===== src/inc/utpg_map.svh =====
`ifndef UTPG_MAP_SVH
`define UTPG_MAP_SVH
// Number of user timing outputs
`define UTPG_NUM_OUT      4
// Base address of the user timing registers in host space
`define UTPG_REG_BASE     8'h57
// Timing registers per output
`define UTPG_REGS_PER_OUT 4
// Register index within one output's group
`define UTPG_IDX_HSTART   2'h0
`define UTPG_IDX_HSTOP    2'h1
`define UTPG_IDX_VSTART   2'h2
`define UTPG_IDX_VSTOP    2'h3
// Counter width (pixels and lines)
`define UTPG_CNT_W        12
// Combine mode encodings
`define UTPG_MODE_H       3'h0
`define UTPG_MODE_V       3'h1
`define UTPG_MODE_AND     3'h2
`define UTPG_MODE_OR      3'h3
`define UTPG_MODE_XOR     3'h4
`endif


===== src/inc/utpg_pkg.sv =====
package utpg_pkg;
   // Combine operation for the horizontal and vertical pulses
   typedef enum logic [2:0] {
      UTPG_H_ONLY = 3'h0,
      UTPG_V_ONLY = 3'h1,
      UTPG_AND    = 3'h2,
      UTPG_OR     = 3'h3,
      UTPG_XOR    = 3'h4
   } utpg_mode_e;

   // Settings of one user output
   typedef struct packed {
      logic [11:0] h_start;
      logic [11:0] h_stop;
      logic [11:0] v_start;
      logic [11:0] v_stop;
      utpg_mode_e  mode;
      logic        active_low;
   } utpg_cfg_s;

   // Raster position counted from the generated sync leading edges
   typedef struct packed {
      logic [11:0] pix;
      logic [11:0] line;
   } utpg_pos_s;
endpackage : utpg_pkg


===== src/verilog/utpg_pulse.sv =====
`timescale 1ns/1ps
`include "utpg_map.svh"
// One user output: window compares, combine, polarity, registered
module utpg_pulse (
   input  wire logic                CLK,
   input  wire logic                RST,
   input  wire utpg_pkg::utpg_cfg_s cfg,    // Settings for this output
   input  wire utpg_pkg::utpg_pos_s pos,    // Current raster position
   output      logic                pulse   // Final polarised pulse
);
   // Inclusive window test; start above stop gives no pulse
   function automatic logic in_win(input logic [11:0] c, input logic [11:0] a, input logic [11:0] b);
      in_win = (c >= a) && (c <= b);
   endfunction : in_win

   logic h_on;       // Horizontal window hit
   logic v_on;       // Vertical window hit
   logic comb;       // Combined, still active high

   always_comb begin
      h_on = in_win(pos.pix, cfg.h_start, cfg.h_stop);
      v_on = in_win(pos.line, cfg.v_start, cfg.v_stop);
      // Unknown mode codes fall back to AND so the output stays bounded
      case (cfg.mode)
         utpg_pkg::UTPG_H_ONLY: comb = h_on;
         utpg_pkg::UTPG_V_ONLY: comb = v_on;
         utpg_pkg::UTPG_OR:     comb = h_on | v_on;
         utpg_pkg::UTPG_XOR:    comb = h_on ^ v_on;
         default:               comb = h_on & v_on;
      endcase
   end

   // Register output; reset drives the pulse low whatever the polarity
   always_ff @(posedge CLK) begin
      if (RST) begin
         pulse <= 1'b0;
      end else begin
         pulse <= comb ^ cfg.active_low;
      end
   end

   a_pulse_polarity: assert property (@(posedge CLK) disable iff (RST)
      $past(!RST) |-> pulse == ($past(comb) ^ $past(cfg.active_low))) else $error("user pulse level wrong");
   a_and_gate: assert property (@(posedge CLK) disable iff (RST)
      (cfg.mode == utpg_pkg::UTPG_AND && !v_on) ##1 $stable(cfg.active_low) |-> pulse == cfg.active_low)
      else $error("and mode leaked outside lines");
endmodule : utpg_pulse


===== src/verilog/utpg_top.sv =====
`timescale 1ns/1ps
`include "utpg_map.svh"
// What this block does
// Four independent user timing outputs
// Four timing registers plus polarity bit
// Start/stop in pixels and lines
// Timing registers start at address 57h
// Referenced to own generated H/V/F; only the H and V syncs are used here, there is no F input
// Counts start at sync leading edges
// Optional AND, OR, XOR combine
// Pulse asserted while count within window; USER_OUT lags the counts by two clocks
module utpg_top #(
   parameter int CNT_W = `UTPG_CNT_W          // Pixel and line counter width
) (
   input  wire logic       CLK,               // Pixel clock
   input  wire logic       RST,               // Synchronous, active high
   input  wire logic       H_SYNC,            // Generated H sync, active high, same domain
   input  wire logic       V_SYNC,            // Generated V sync, active high, same domain
   input  wire logic       REG_WE,            // Host register write strobe
   input  wire logic [7:0] REG_ADDR,          // Host register address
   input  wire logic [11:0] REG_WDATA,        // Host write data
   input  wire logic [3:0] POL_LOW,           // Per-output active-low select
   input  wire logic [11:0] MODE_SEL,         // Three mode bits per output
   output      logic [11:0] REG_RDATA,        // Read data of addressed register
   output      logic [3:0] USER_OUT,          // The four user pulses
   output      logic [CNT_W-1:0] PIX_COUNT,   // Pixel count since H sync edge
   output      logic [CNT_W-1:0] LINE_COUNT   // Line count since V sync edge
);
   // Refuse widths the 12-bit register and struct fields cannot serve
   if (CNT_W != 12) begin : g_bad_width
      $error("utpg_top supports CNT_W of 12 only");
   end

   localparam int NOUT = `UTPG_NUM_OUT;
   localparam int NREG = NOUT * `UTPG_REGS_PER_OUT;

   logic [11:0] regs [NREG];       // Timing registers, 57h upward
   logic        h_d;               // Delayed H sync for edge find
   logic        v_d;               // Delayed V sync for edge find
   logic        h_lead;            // H sync leading edge
   logic        v_lead;            // V sync leading edge
   logic [7:0]  rel;               // Address relative to base
   utpg_pkg::utpg_pos_s pos;       // Position fed to each output
   utpg_pkg::utpg_cfg_s cfg [NOUT];
   logic [3:0]  pulse;             // Per-output pulses

   // Address decode helper, shared by write and read
   function automatic logic hit(input logic [7:0] a);
      hit = (a >= `UTPG_REG_BASE) && (a < `UTPG_REG_BASE + 8'(NREG));
   endfunction : hit

   assign rel    = REG_ADDR - `UTPG_REG_BASE;
   assign h_lead = H_SYNC & ~h_d;
   assign v_lead = V_SYNC & ~v_d;

   // Host writes into the timing register group
   always_ff @(posedge CLK) begin
      if (RST) begin
         for (int i = 0; i < NREG; i++) regs[i] <= 12'h000;
      end else if (REG_WE && hit(REG_ADDR)) begin
         regs[rel[3:0]] <= REG_WDATA;
      end
   end

   // Read back; unmapped addresses read zero
   always_ff @(posedge CLK) begin
      if (RST) begin
         REG_RDATA <= 12'h000;
      end else if (hit(REG_ADDR)) begin
         REG_RDATA <= regs[rel[3:0]];
      end else begin
         REG_RDATA <= 12'h000;
      end
   end

   // Sync edge history; syncs come from the own timing generator, so no synchroniser
   always_ff @(posedge CLK) begin
      if (RST) begin
         h_d <= 1'b0;
         v_d <= 1'b0;
      end else begin
         h_d <= H_SYNC;
         v_d <= V_SYNC;
      end
   end

   // Pixel count restarts at zero on each H sync leading edge
   always_ff @(posedge CLK) begin
      if (RST) begin
         PIX_COUNT <= '0;
      end else if (h_lead) begin
         PIX_COUNT <= '0;
      end else if (PIX_COUNT != '1) begin
         PIX_COUNT <= PIX_COUNT + 1'b1;
      end
   end

   // Line count restarts on V sync leading edge, advances each line
   always_ff @(posedge CLK) begin
      if (RST) begin
         LINE_COUNT <= '0;
      end else if (v_lead) begin
         LINE_COUNT <= '0;
      end else if (h_lead && LINE_COUNT != '1) begin
         LINE_COUNT <= LINE_COUNT + 1'b1;
      end
   end

   assign pos.pix  = PIX_COUNT;
   assign pos.line = LINE_COUNT;

   // One pulse unit per output, each with its own settings
   for (genvar g = 0; g < NOUT; g++) begin : g_out
      always_comb begin
         cfg[g].h_start    = regs[4*g + 0];
         cfg[g].h_stop     = regs[4*g + 1];
         cfg[g].v_start    = regs[4*g + 2];
         cfg[g].v_stop     = regs[4*g + 3];
         cfg[g].mode       = utpg_pkg::utpg_mode_e'(MODE_SEL[3*g +: 3]);
         cfg[g].active_low = POL_LOW[g];
      end
      utpg_pulse u_pulse (
         .CLK   (CLK),
         .RST   (RST),
         .cfg   (cfg[g]),
         .pos   (pos),
         .pulse (pulse[g])
      );
   end

   // Outputs straight from a flop; one extra pipeline stage
   always_ff @(posedge CLK) begin
      if (RST) begin
         USER_OUT <= 4'h0;
      end else begin
         USER_OUT <= pulse;
      end
   end

   a_pix_restart: assert property (@(posedge CLK) disable iff (RST)
      h_lead |=> PIX_COUNT == '0) else $error("pixel count not restarted");
   a_line_restart: assert property (@(posedge CLK) disable iff (RST)
      v_lead |=> LINE_COUNT == '0) else $error("line count not restarted");
   a_out_follow: assert property (@(posedge CLK) disable iff (RST)
      $past(!RST) |-> USER_OUT == $past(pulse)) else $error("output stage lag wrong");
   a_reg_write: assert property (@(posedge CLK) disable iff (RST)
      (REG_WE && REG_ADDR == `UTPG_REG_BASE) |=> regs[0] == $past(REG_WDATA)) else $error("base write lost");
endmodule : utpg_top

===== config.mk =====
export PLATFORM = sky130hd
export DESIGN_NAME = utpg_top
export DESIGN_NICKNAME = d
export VERILOG_FILES = /design/src/inc/utpg_pkg.sv /design/src/verilog/utpg_pulse.sv /design/src/verilog/utpg_top.sv
export VERILOG_INCLUDE_DIRS = /design/src /design/src/inc
export SDC_FILE = /design/constraint.sdc
export NUM_CORES = 1
export LEC_CHECK = 0
export ABC_CLOCK_PERIOD_IN_PS = 2710
export BUFFER_PORTS_ARGS = -buffer_cell sky130_fd_sc_hd__buf_2
export CAP_MARGIN = 15
export CORE_ASPECT_RATIO = 1.1
export CORE_MARGIN = 8
export CORE_UTILIZATION = 53
export DETAILED_ROUTE_END_ITERATION = 6
export PLACE_DENSITY = 0.71
export SLEW_MARGIN = 20
export SYNTH_ARGS = -nofsm -noshare
export SYNTH_HDL_FRONTEND = slang
export SYNTH_SLANG_ARGS = --single-unit

===== constraint.sdc =====
create_clock -name CLK -period 2.71 [get_ports CLK]
set_input_delay 0.542 -clock CLK [delete_from_list [all_inputs] [get_ports CLK]]
set_output_delay 0.542 -clock CLK [all_outputs]
set_load 0.01 [all_outputs]

==> out/summary.txt, run 1 <==
number of max-cap violations: 0
Starting Density: 53.6%
Via density: 5.81
multiplexer area fraction after synthesis: 7.68%
status: complete, but fails checks
fillers: 2139
Sink Count: 238
internal power consumption: 0.00706 W
RSZ-0062 raised after global routing: true
FF-to-FF End: g_out[0].u_pulse.pulse
xor-xnor portion of the synthesized cell area: 1.21%
vias in the first global route: 12500
switching fraction of total power: 25.2%
total CTS buffers: 27
YS warnings: 0
final hold violation count: 0
placed wire-length estimate: 37.3 mm
worst slew pin tran: 0.546 ns
CTS tree: yes
First-pass DRT Iterations: 5
Hold Crit Class: primary input to register
global-route wire length before repair: 73.2 mm
Reg2Reg Launch Point: regs[0][7]
routed len/inst: 23.5 µm
Worst R2R Setup Slack: -0.19 ns
crit path from: regs[0][7]
Synth area leader: edfxtp_1
Seq/Total Area, Yosys: 42.4%
Worst-Skew Late Latency: 0.56 ns
largest family of logic cells by synthesized area: simple AND/OR/NAND/NOR gates
crit path launch type: register
Sequential Power Share: 44.5%
Post-synth top cells: 207 x ha_1, 196 x and2_1, 194 x inv_1
global placement routability congestion: 0.965
most common cell in the netlist: ha_1
global route overflow: 0
placed cells: 2067
final setup margin: -0.195 ns
Clock Path Buffers: 3
VDD IR-drop max: 0.446 mV
Final min period: 2.90 ns
Synth-to-Final Area Change: 29.3%
FMAX: 344 MHz
routed wire length: 50.4 mm
largest net degree at the start of global routing: 48
Synth async-reset ratio: 0%
via count: 12500
share of cells above drive strength 1: 33.9%
Clock power frac: 42.2%
Synth top area share: 36.6%
maximum fanout along the worst path: 2
failing checks: setup timing
core footprint: 0.0294 mm²
total negative setup slack: -0.617 ns
Die Wd: 180 µm
Worst Path Arrival: 3.33 ns
hold_buf cts: 0
# port buffers: 80
Total Die Area: 0.0355 mm²
Post-Synth Simple-Gate Area: 17.3%
mean post-synth cell area: 10.7 µm²
CP endpoint: g_out[0].u_pulse.pulse
Cell variety after synth: 58
# IOs: 81
Critical Path RT: 3.13 ns
H-tree Lvls: 1
row cnt: 66
Global Route Usage Sum: 27.2%
Rel. slew slack: 63.6%
hold slack: 0.210 ns
Leak Pwr: 8.99 nW
Routed Antenna Nets: 0
cell count after synthesis: 1475
Main synth FF type: edfxtp_1
Worst setup EP type: register
Power Dens Cells: 463 mW/mm²
Compound-Gate Fraction of Synth Area: 8.69%
crit share post-route: 107%
Final Slew Violations: 0
area share of fa/ha/maj cells after synthesis: 16.4%
clk_skew: 0.0233 ns
ranking of synthesized cells by area: edfxtp_1 37%, ha_1 16%, and2_1 7.8%
pre-CTS worst setup slack: -0.381 ns
Post-Syn Area: 0.0158 mm²
number of remaining DRC errors: 0
Reg clk slew, reported paths: 0.06 ns
synthesized net count: 1723
die height: 197 µm
setup violators final: 4
Psw: 0.00238 W
CTS root buffer: clkbuf_16
Setup CP Type: register to register
Comb power frac: 13.3%
Finished Layout Cells: 2148
DR iter-0 viols: 946
nets: 2000
initial antenna violation count: 2
post-synthesis register bit count: 238
worst-case reg-to-reg path depth: 13
Post-synth EDFFs: 192
-- cells in the final DEF, fill, tap and decap left out, types with 23 or more instances in the layout --
cell type and n:
clkbuf_16 27, inv_1 178, mux4_2 48, ha_4 45
nand4_1 44, edfxtp_1 192, buf_4 182, buf_12 26
a21oi_1 59, nor2b_1 30, buf_2 80, and2_1 194
nor2_1 76, ha_1 156, a21oi_2 23, nand2_1 46
a211oi_1 28, dfxtp_1 26
-- routing by layer --
layer / part of all wire, % / GRT usage (%) / routed length (µm) / up-vias
met1: 40 / 33.9 / 20300 / 6090
met5: 0 / 0 / 0 / -
met4: 5.8 / 13.8 / 2930 / 0
li1: - / - / - / 5794
met3: 6.4 / 3.22 / 3210 / 124
met2: 47 / 46.4 / 23900 / 475
-- worst max-delay path: stages, from the launching register on --
cell	delay [ns]
edfxtp_1	0.37
inv_1	0.10
ha_4	0.27
nand2_2	0.05
buf_4	0.13
a2111o_1	0.35
a21oi_2	0.18
or2_4	0.13
and2_4	0.15
ha_4	0.19
a22o_1	0.20
a22oi_2	0.19
o221ai_2	0.14
mux2_4	0.32
-- worst min path at each step --
stage	start	end	slack, ns	cells past startpoint
5_1_grt	V_SYNC	v_d	0.21	2
3_3_place_gp	g_out[0].u_pulse.pulse	USER_OUT[0]	0.42	1
3_5_place_dp	g_out[3].u_pulse.pulse	USER_OUT[3]	0.43	1
2_1_floorplan	g_out[0].u_pulse.pulse	USER_OUT[0]	0.41	1
4_1_cts	V_SYNC	v_d	0.19	2
6_report	V_SYNC	v_d	0.21	2
-- repair_timing --
item | in CTS | in global routing
buffers inserted | 18 | 14
endpoints found under the setup margin | 4 | 4
gates resized for setup | 94 | 116
pin swaps | 41 | 73
-- sequential cells by signal (all words and copies together) (netlist names) --
signal / flops
LINE_COUNT: 12
PIX_COUNT: 12
h_d: 1
g_out.u_pulse.pulse: 4
USER_OUT: 4
regs: 192
v_d: 1
REG_RDATA: 12
-- logic make-up (layout without fill, tap and decap cells) --
kind of cell	count (synthesis)	count (layout)
AOI/OAI and AO/OA	220	220
xor gates and xnor gates	20	20
adders and majority gates	207	207
buffers and inverters	247	545
DFF	238	238
muxes	60	60
other	0	1
and+or+nand+nor	483	483
-- final cells by class --
class                           count  area (µm²)  area share, %
Multi-Input combinational cell    990        9040           44.4
Sequential cell                   238        6740           33.1
Timing Repair Buffer              300        2420           11.9
Inverter                          195         744           3.65
Clock buffer                       33         738           3.62
Tap cell                          374         468           2.30
Clock inverter                     17         226           1.11
Antenna cell                        1        2.50         0.0123
-- power groups by stage --
| stage | registers, W | logic (W) | clock network (W) |
|---|---|---|---|
| 2_1_floorplan | 0.00423 | 0.000620 | 0 |
| 3_3_place_gp | 0.00427 | 0.00111 | 0 |
| 3_5_place_dp | 0.00427 | 0.00114 | 0 |
| 4_1_cts | 0.00419 | 0.00118 | 0.00402 |
| 5_1_grt | 0.00421 | 0.00134 | 0.00416 |
| 6_report | 0.00420 | 0.00126 | 0.00399 |
-- per-stage QoR --
| step | power (W) | util [%] | cell area, µm² |
|---|---|---|---|
| 6_report | 0.00944 | 69.3 | 20400 |
| 5_1_grt | 0.00971 | 69.3 | 20400 |
| 4_1_cts | 0.00940 | 67.0 | 19700 |
| 3_5_place_dp | 0.00541 | 61.9 | 18200 |
| 3_3_place_gp | 0.00538 | 61.9 | 18200 |
| 2_1_floorplan | 0.00485 | - | 15800 |
(Power assumes the default switching activity.)
==> inputs of run 2 (changes only) <==
--- a/config.mk
+++ b/config.mk
@@ -10,7 +10,7 @@
 export BUFFER_PORTS_ARGS = -buffer_cell sky130_fd_sc_hd__buf_2
 export CAP_MARGIN = 15
 export CORE_ASPECT_RATIO = 1.1
-export CORE_MARGIN = 8
+export CORE_MARGIN = 3
 export CORE_UTILIZATION = 53
 export DETAILED_ROUTE_END_ITERATION = 6
 export PLACE_DENSITY = 0.71
==> run 2 against run 1 <==
Compared with the run above:
- largest cell class unchanged
- critical path depth up 2
- final cell count grew 1.4%
- register-to-register slack lost 0.03 ns
- the run still ends with setup timing left
==> out/summary.txt, run 2 (synthesis gave the netlist of run 1 again) <==
status: complete, but fails checks
failing checks: setup timing
Via density: 5.87
Synth-to-Final Area Change: 28.7%
First-pass DRT Iterations: 5
Max stage delay on crit path: 0.41 ns
Most flops, register: regs
core footprint: 0.0290 mm²
Reg clk slew, reported paths: 0.06 ns
Die Wd: 170 µm
initial antenna violation count: 3
final hold violation count: 0
met3 Use GR: 4.59%
Power Dens Cells: 450 mW/mm²
Total Die Area: 0.0319 mm²
number of max-cap violations: 0
crit-path cells: inv_2 -> ha_4 -> a21oi_4 -> nor2_2 -> a211oi_2 -> a21oi_2 -> or2_4 -> and2_4 -> inv_1 -> ha_2 -> nor2_1 -> mux2_4 -> a22oi_2 -> o221ai_2 -> mux2_4
H-tree Lvls: 1
most frequent CP cell: mux2_4
Leak Pwr: 9.13 nW
FMAX: 341 MHz
Routed Antenna Nets: 0
placed cells: 2093
Hold Crit Class: primary input to register
maximum fanout along the worst path: 2
Clock Path Buffers: 3
via count: 12800
Global Route Usage Sum: 31.0%
global route overflow: 0
Power, Total: 0.00914 W
Setup CP Type: register to register
# port buffers: 80
area of the multi-input gates: 0.00875 mm²
placed wire-length estimate: 36.2 mm
VDD IR-drop max: 0.495 mV
met1 Use GR: 41.1%
# IOs: 81
die height: 187 µm
row cnt: 65
vias in the first global route: 12800
Register Area: 0.00674 mm²
nets: 2037
busiest grt layer: met2
Worst-Skew Late Latency: 0.56 ns
number of remaining DRC errors: 0
share of cells above drive strength 1: 32.5%
Final Slew Violations: 0
Critical Path RT: 3.15 ns
ANT cells: 0
routed wire length: 50.1 mm
flip-flop count of the largest register after layout: 192
crit share post-route: 108%
Finished Layout Cells: 2178
RSZ-0062 raised after global routing: true
fillers: 2062
crit path launch type: register
global placement routability congestion: 0.959
Rel. slew slack: 61.0%
worst slew pin tran: 0.584 ns
Starting Density: 54.3%
most common cell after layout, fill and taps aside: buf_4
CP max-delay cell: edfxtp_1
clk_skew: 0.0234 ns
Worst setup EP type: register
largest net degree at the start of global routing: 48
placed inst area: 0.0184 mm²
fin area: 0.0203 mm²
Final min period: 2.93 ns
final setup margin: -0.222 ns
Worst Path Arrival: 3.38 ns
total CTS buffers: 27
global-route wire length before repair: 74.7 mm
CTS root buffer: clkbuf_16
setup violators final: 4
commonest non-fill, non-tap cells in the layout: 217 x buf_4, 194 x and2_1, 192 x edfxtp_1, 181 x inv_1, 170 x ha_1
DR iter-0 viols: 1189
Sink Count: 238
met2 Use GR: 50.1%
CTS tree: yes
routed len/inst: 23.0 µm
-- run 2: final timing paths --
check | start | end | slack (ns) | cells after the start
worst max-delay path | regs[12][5] | g_out[3].u_pulse.pulse | -0.22 | 15
worst min register to register | g_out[3].u_pulse.pulse | USER_OUT[3] | 0.44 | 1
worst min-delay path | H_SYNC | h_d | 0.21 | 2
worst max register to register | regs[12][5] | g_out[3].u_pulse.pulse | -0.22 | 15
-- run 2: per-stage QoR --
stage	setup slack (ns)	utilization [%]	TNS (ns)	hold slack, ns
2_1_floorplan	-0.0367	-	-0.0367	0.414
4_1_cts	-0.188	68.6	-0.604	0.192
3_3_place_gp	-0.423	63.5	-1.37	0.433
5_1_grt	-0.324	69.9	-1.21	0.211
3_5_place_dp	-0.494	63.5	-2.99	0.432
6_report	-0.222	69.9	-0.761	0.209
-- run 2: layout make-up --
cell class,instances,area share (%)
sequential,238,33.2
clock buffer,38,3.73
inverter,195,3.68
multi-input combinational,990,43.1
tap,368,2.27
timing repair buffer,337,13.5
clock inverter,12,0.573
-- run 2: timing repair --
action,in CTS,in global routing
buffers inserted,26,12
gates resized for setup,103,54
hold buffers,0,0
pin swaps,50,31
endpoints found under the hold margin,0,0
endpoints found under the setup margin,4,4
-- run 2: layer usage --
metal	share of wire (%)	vias up
met5	0	-
met4	6.0	0
met3	8.0	142
met2	46	593
met1	40	6174
li1	-	5876
-- run 2: critical path, delay by kind of cell (launching register included) --
family                     cells  cell delay, ns
and+or+nand+nor                4            0.50
AOI/OAI and AO/OA              5            0.82
DFF                            1            0.41
adders and majority gates      2            0.37
muxes                          2            0.56
buffers and inverters          2            0.15
-- run 2: power by group --
part	internal, W	switching, W
clock network	0.00213	0.00153
registers	0.00410	0.000104
logic	0.000582	0.000698
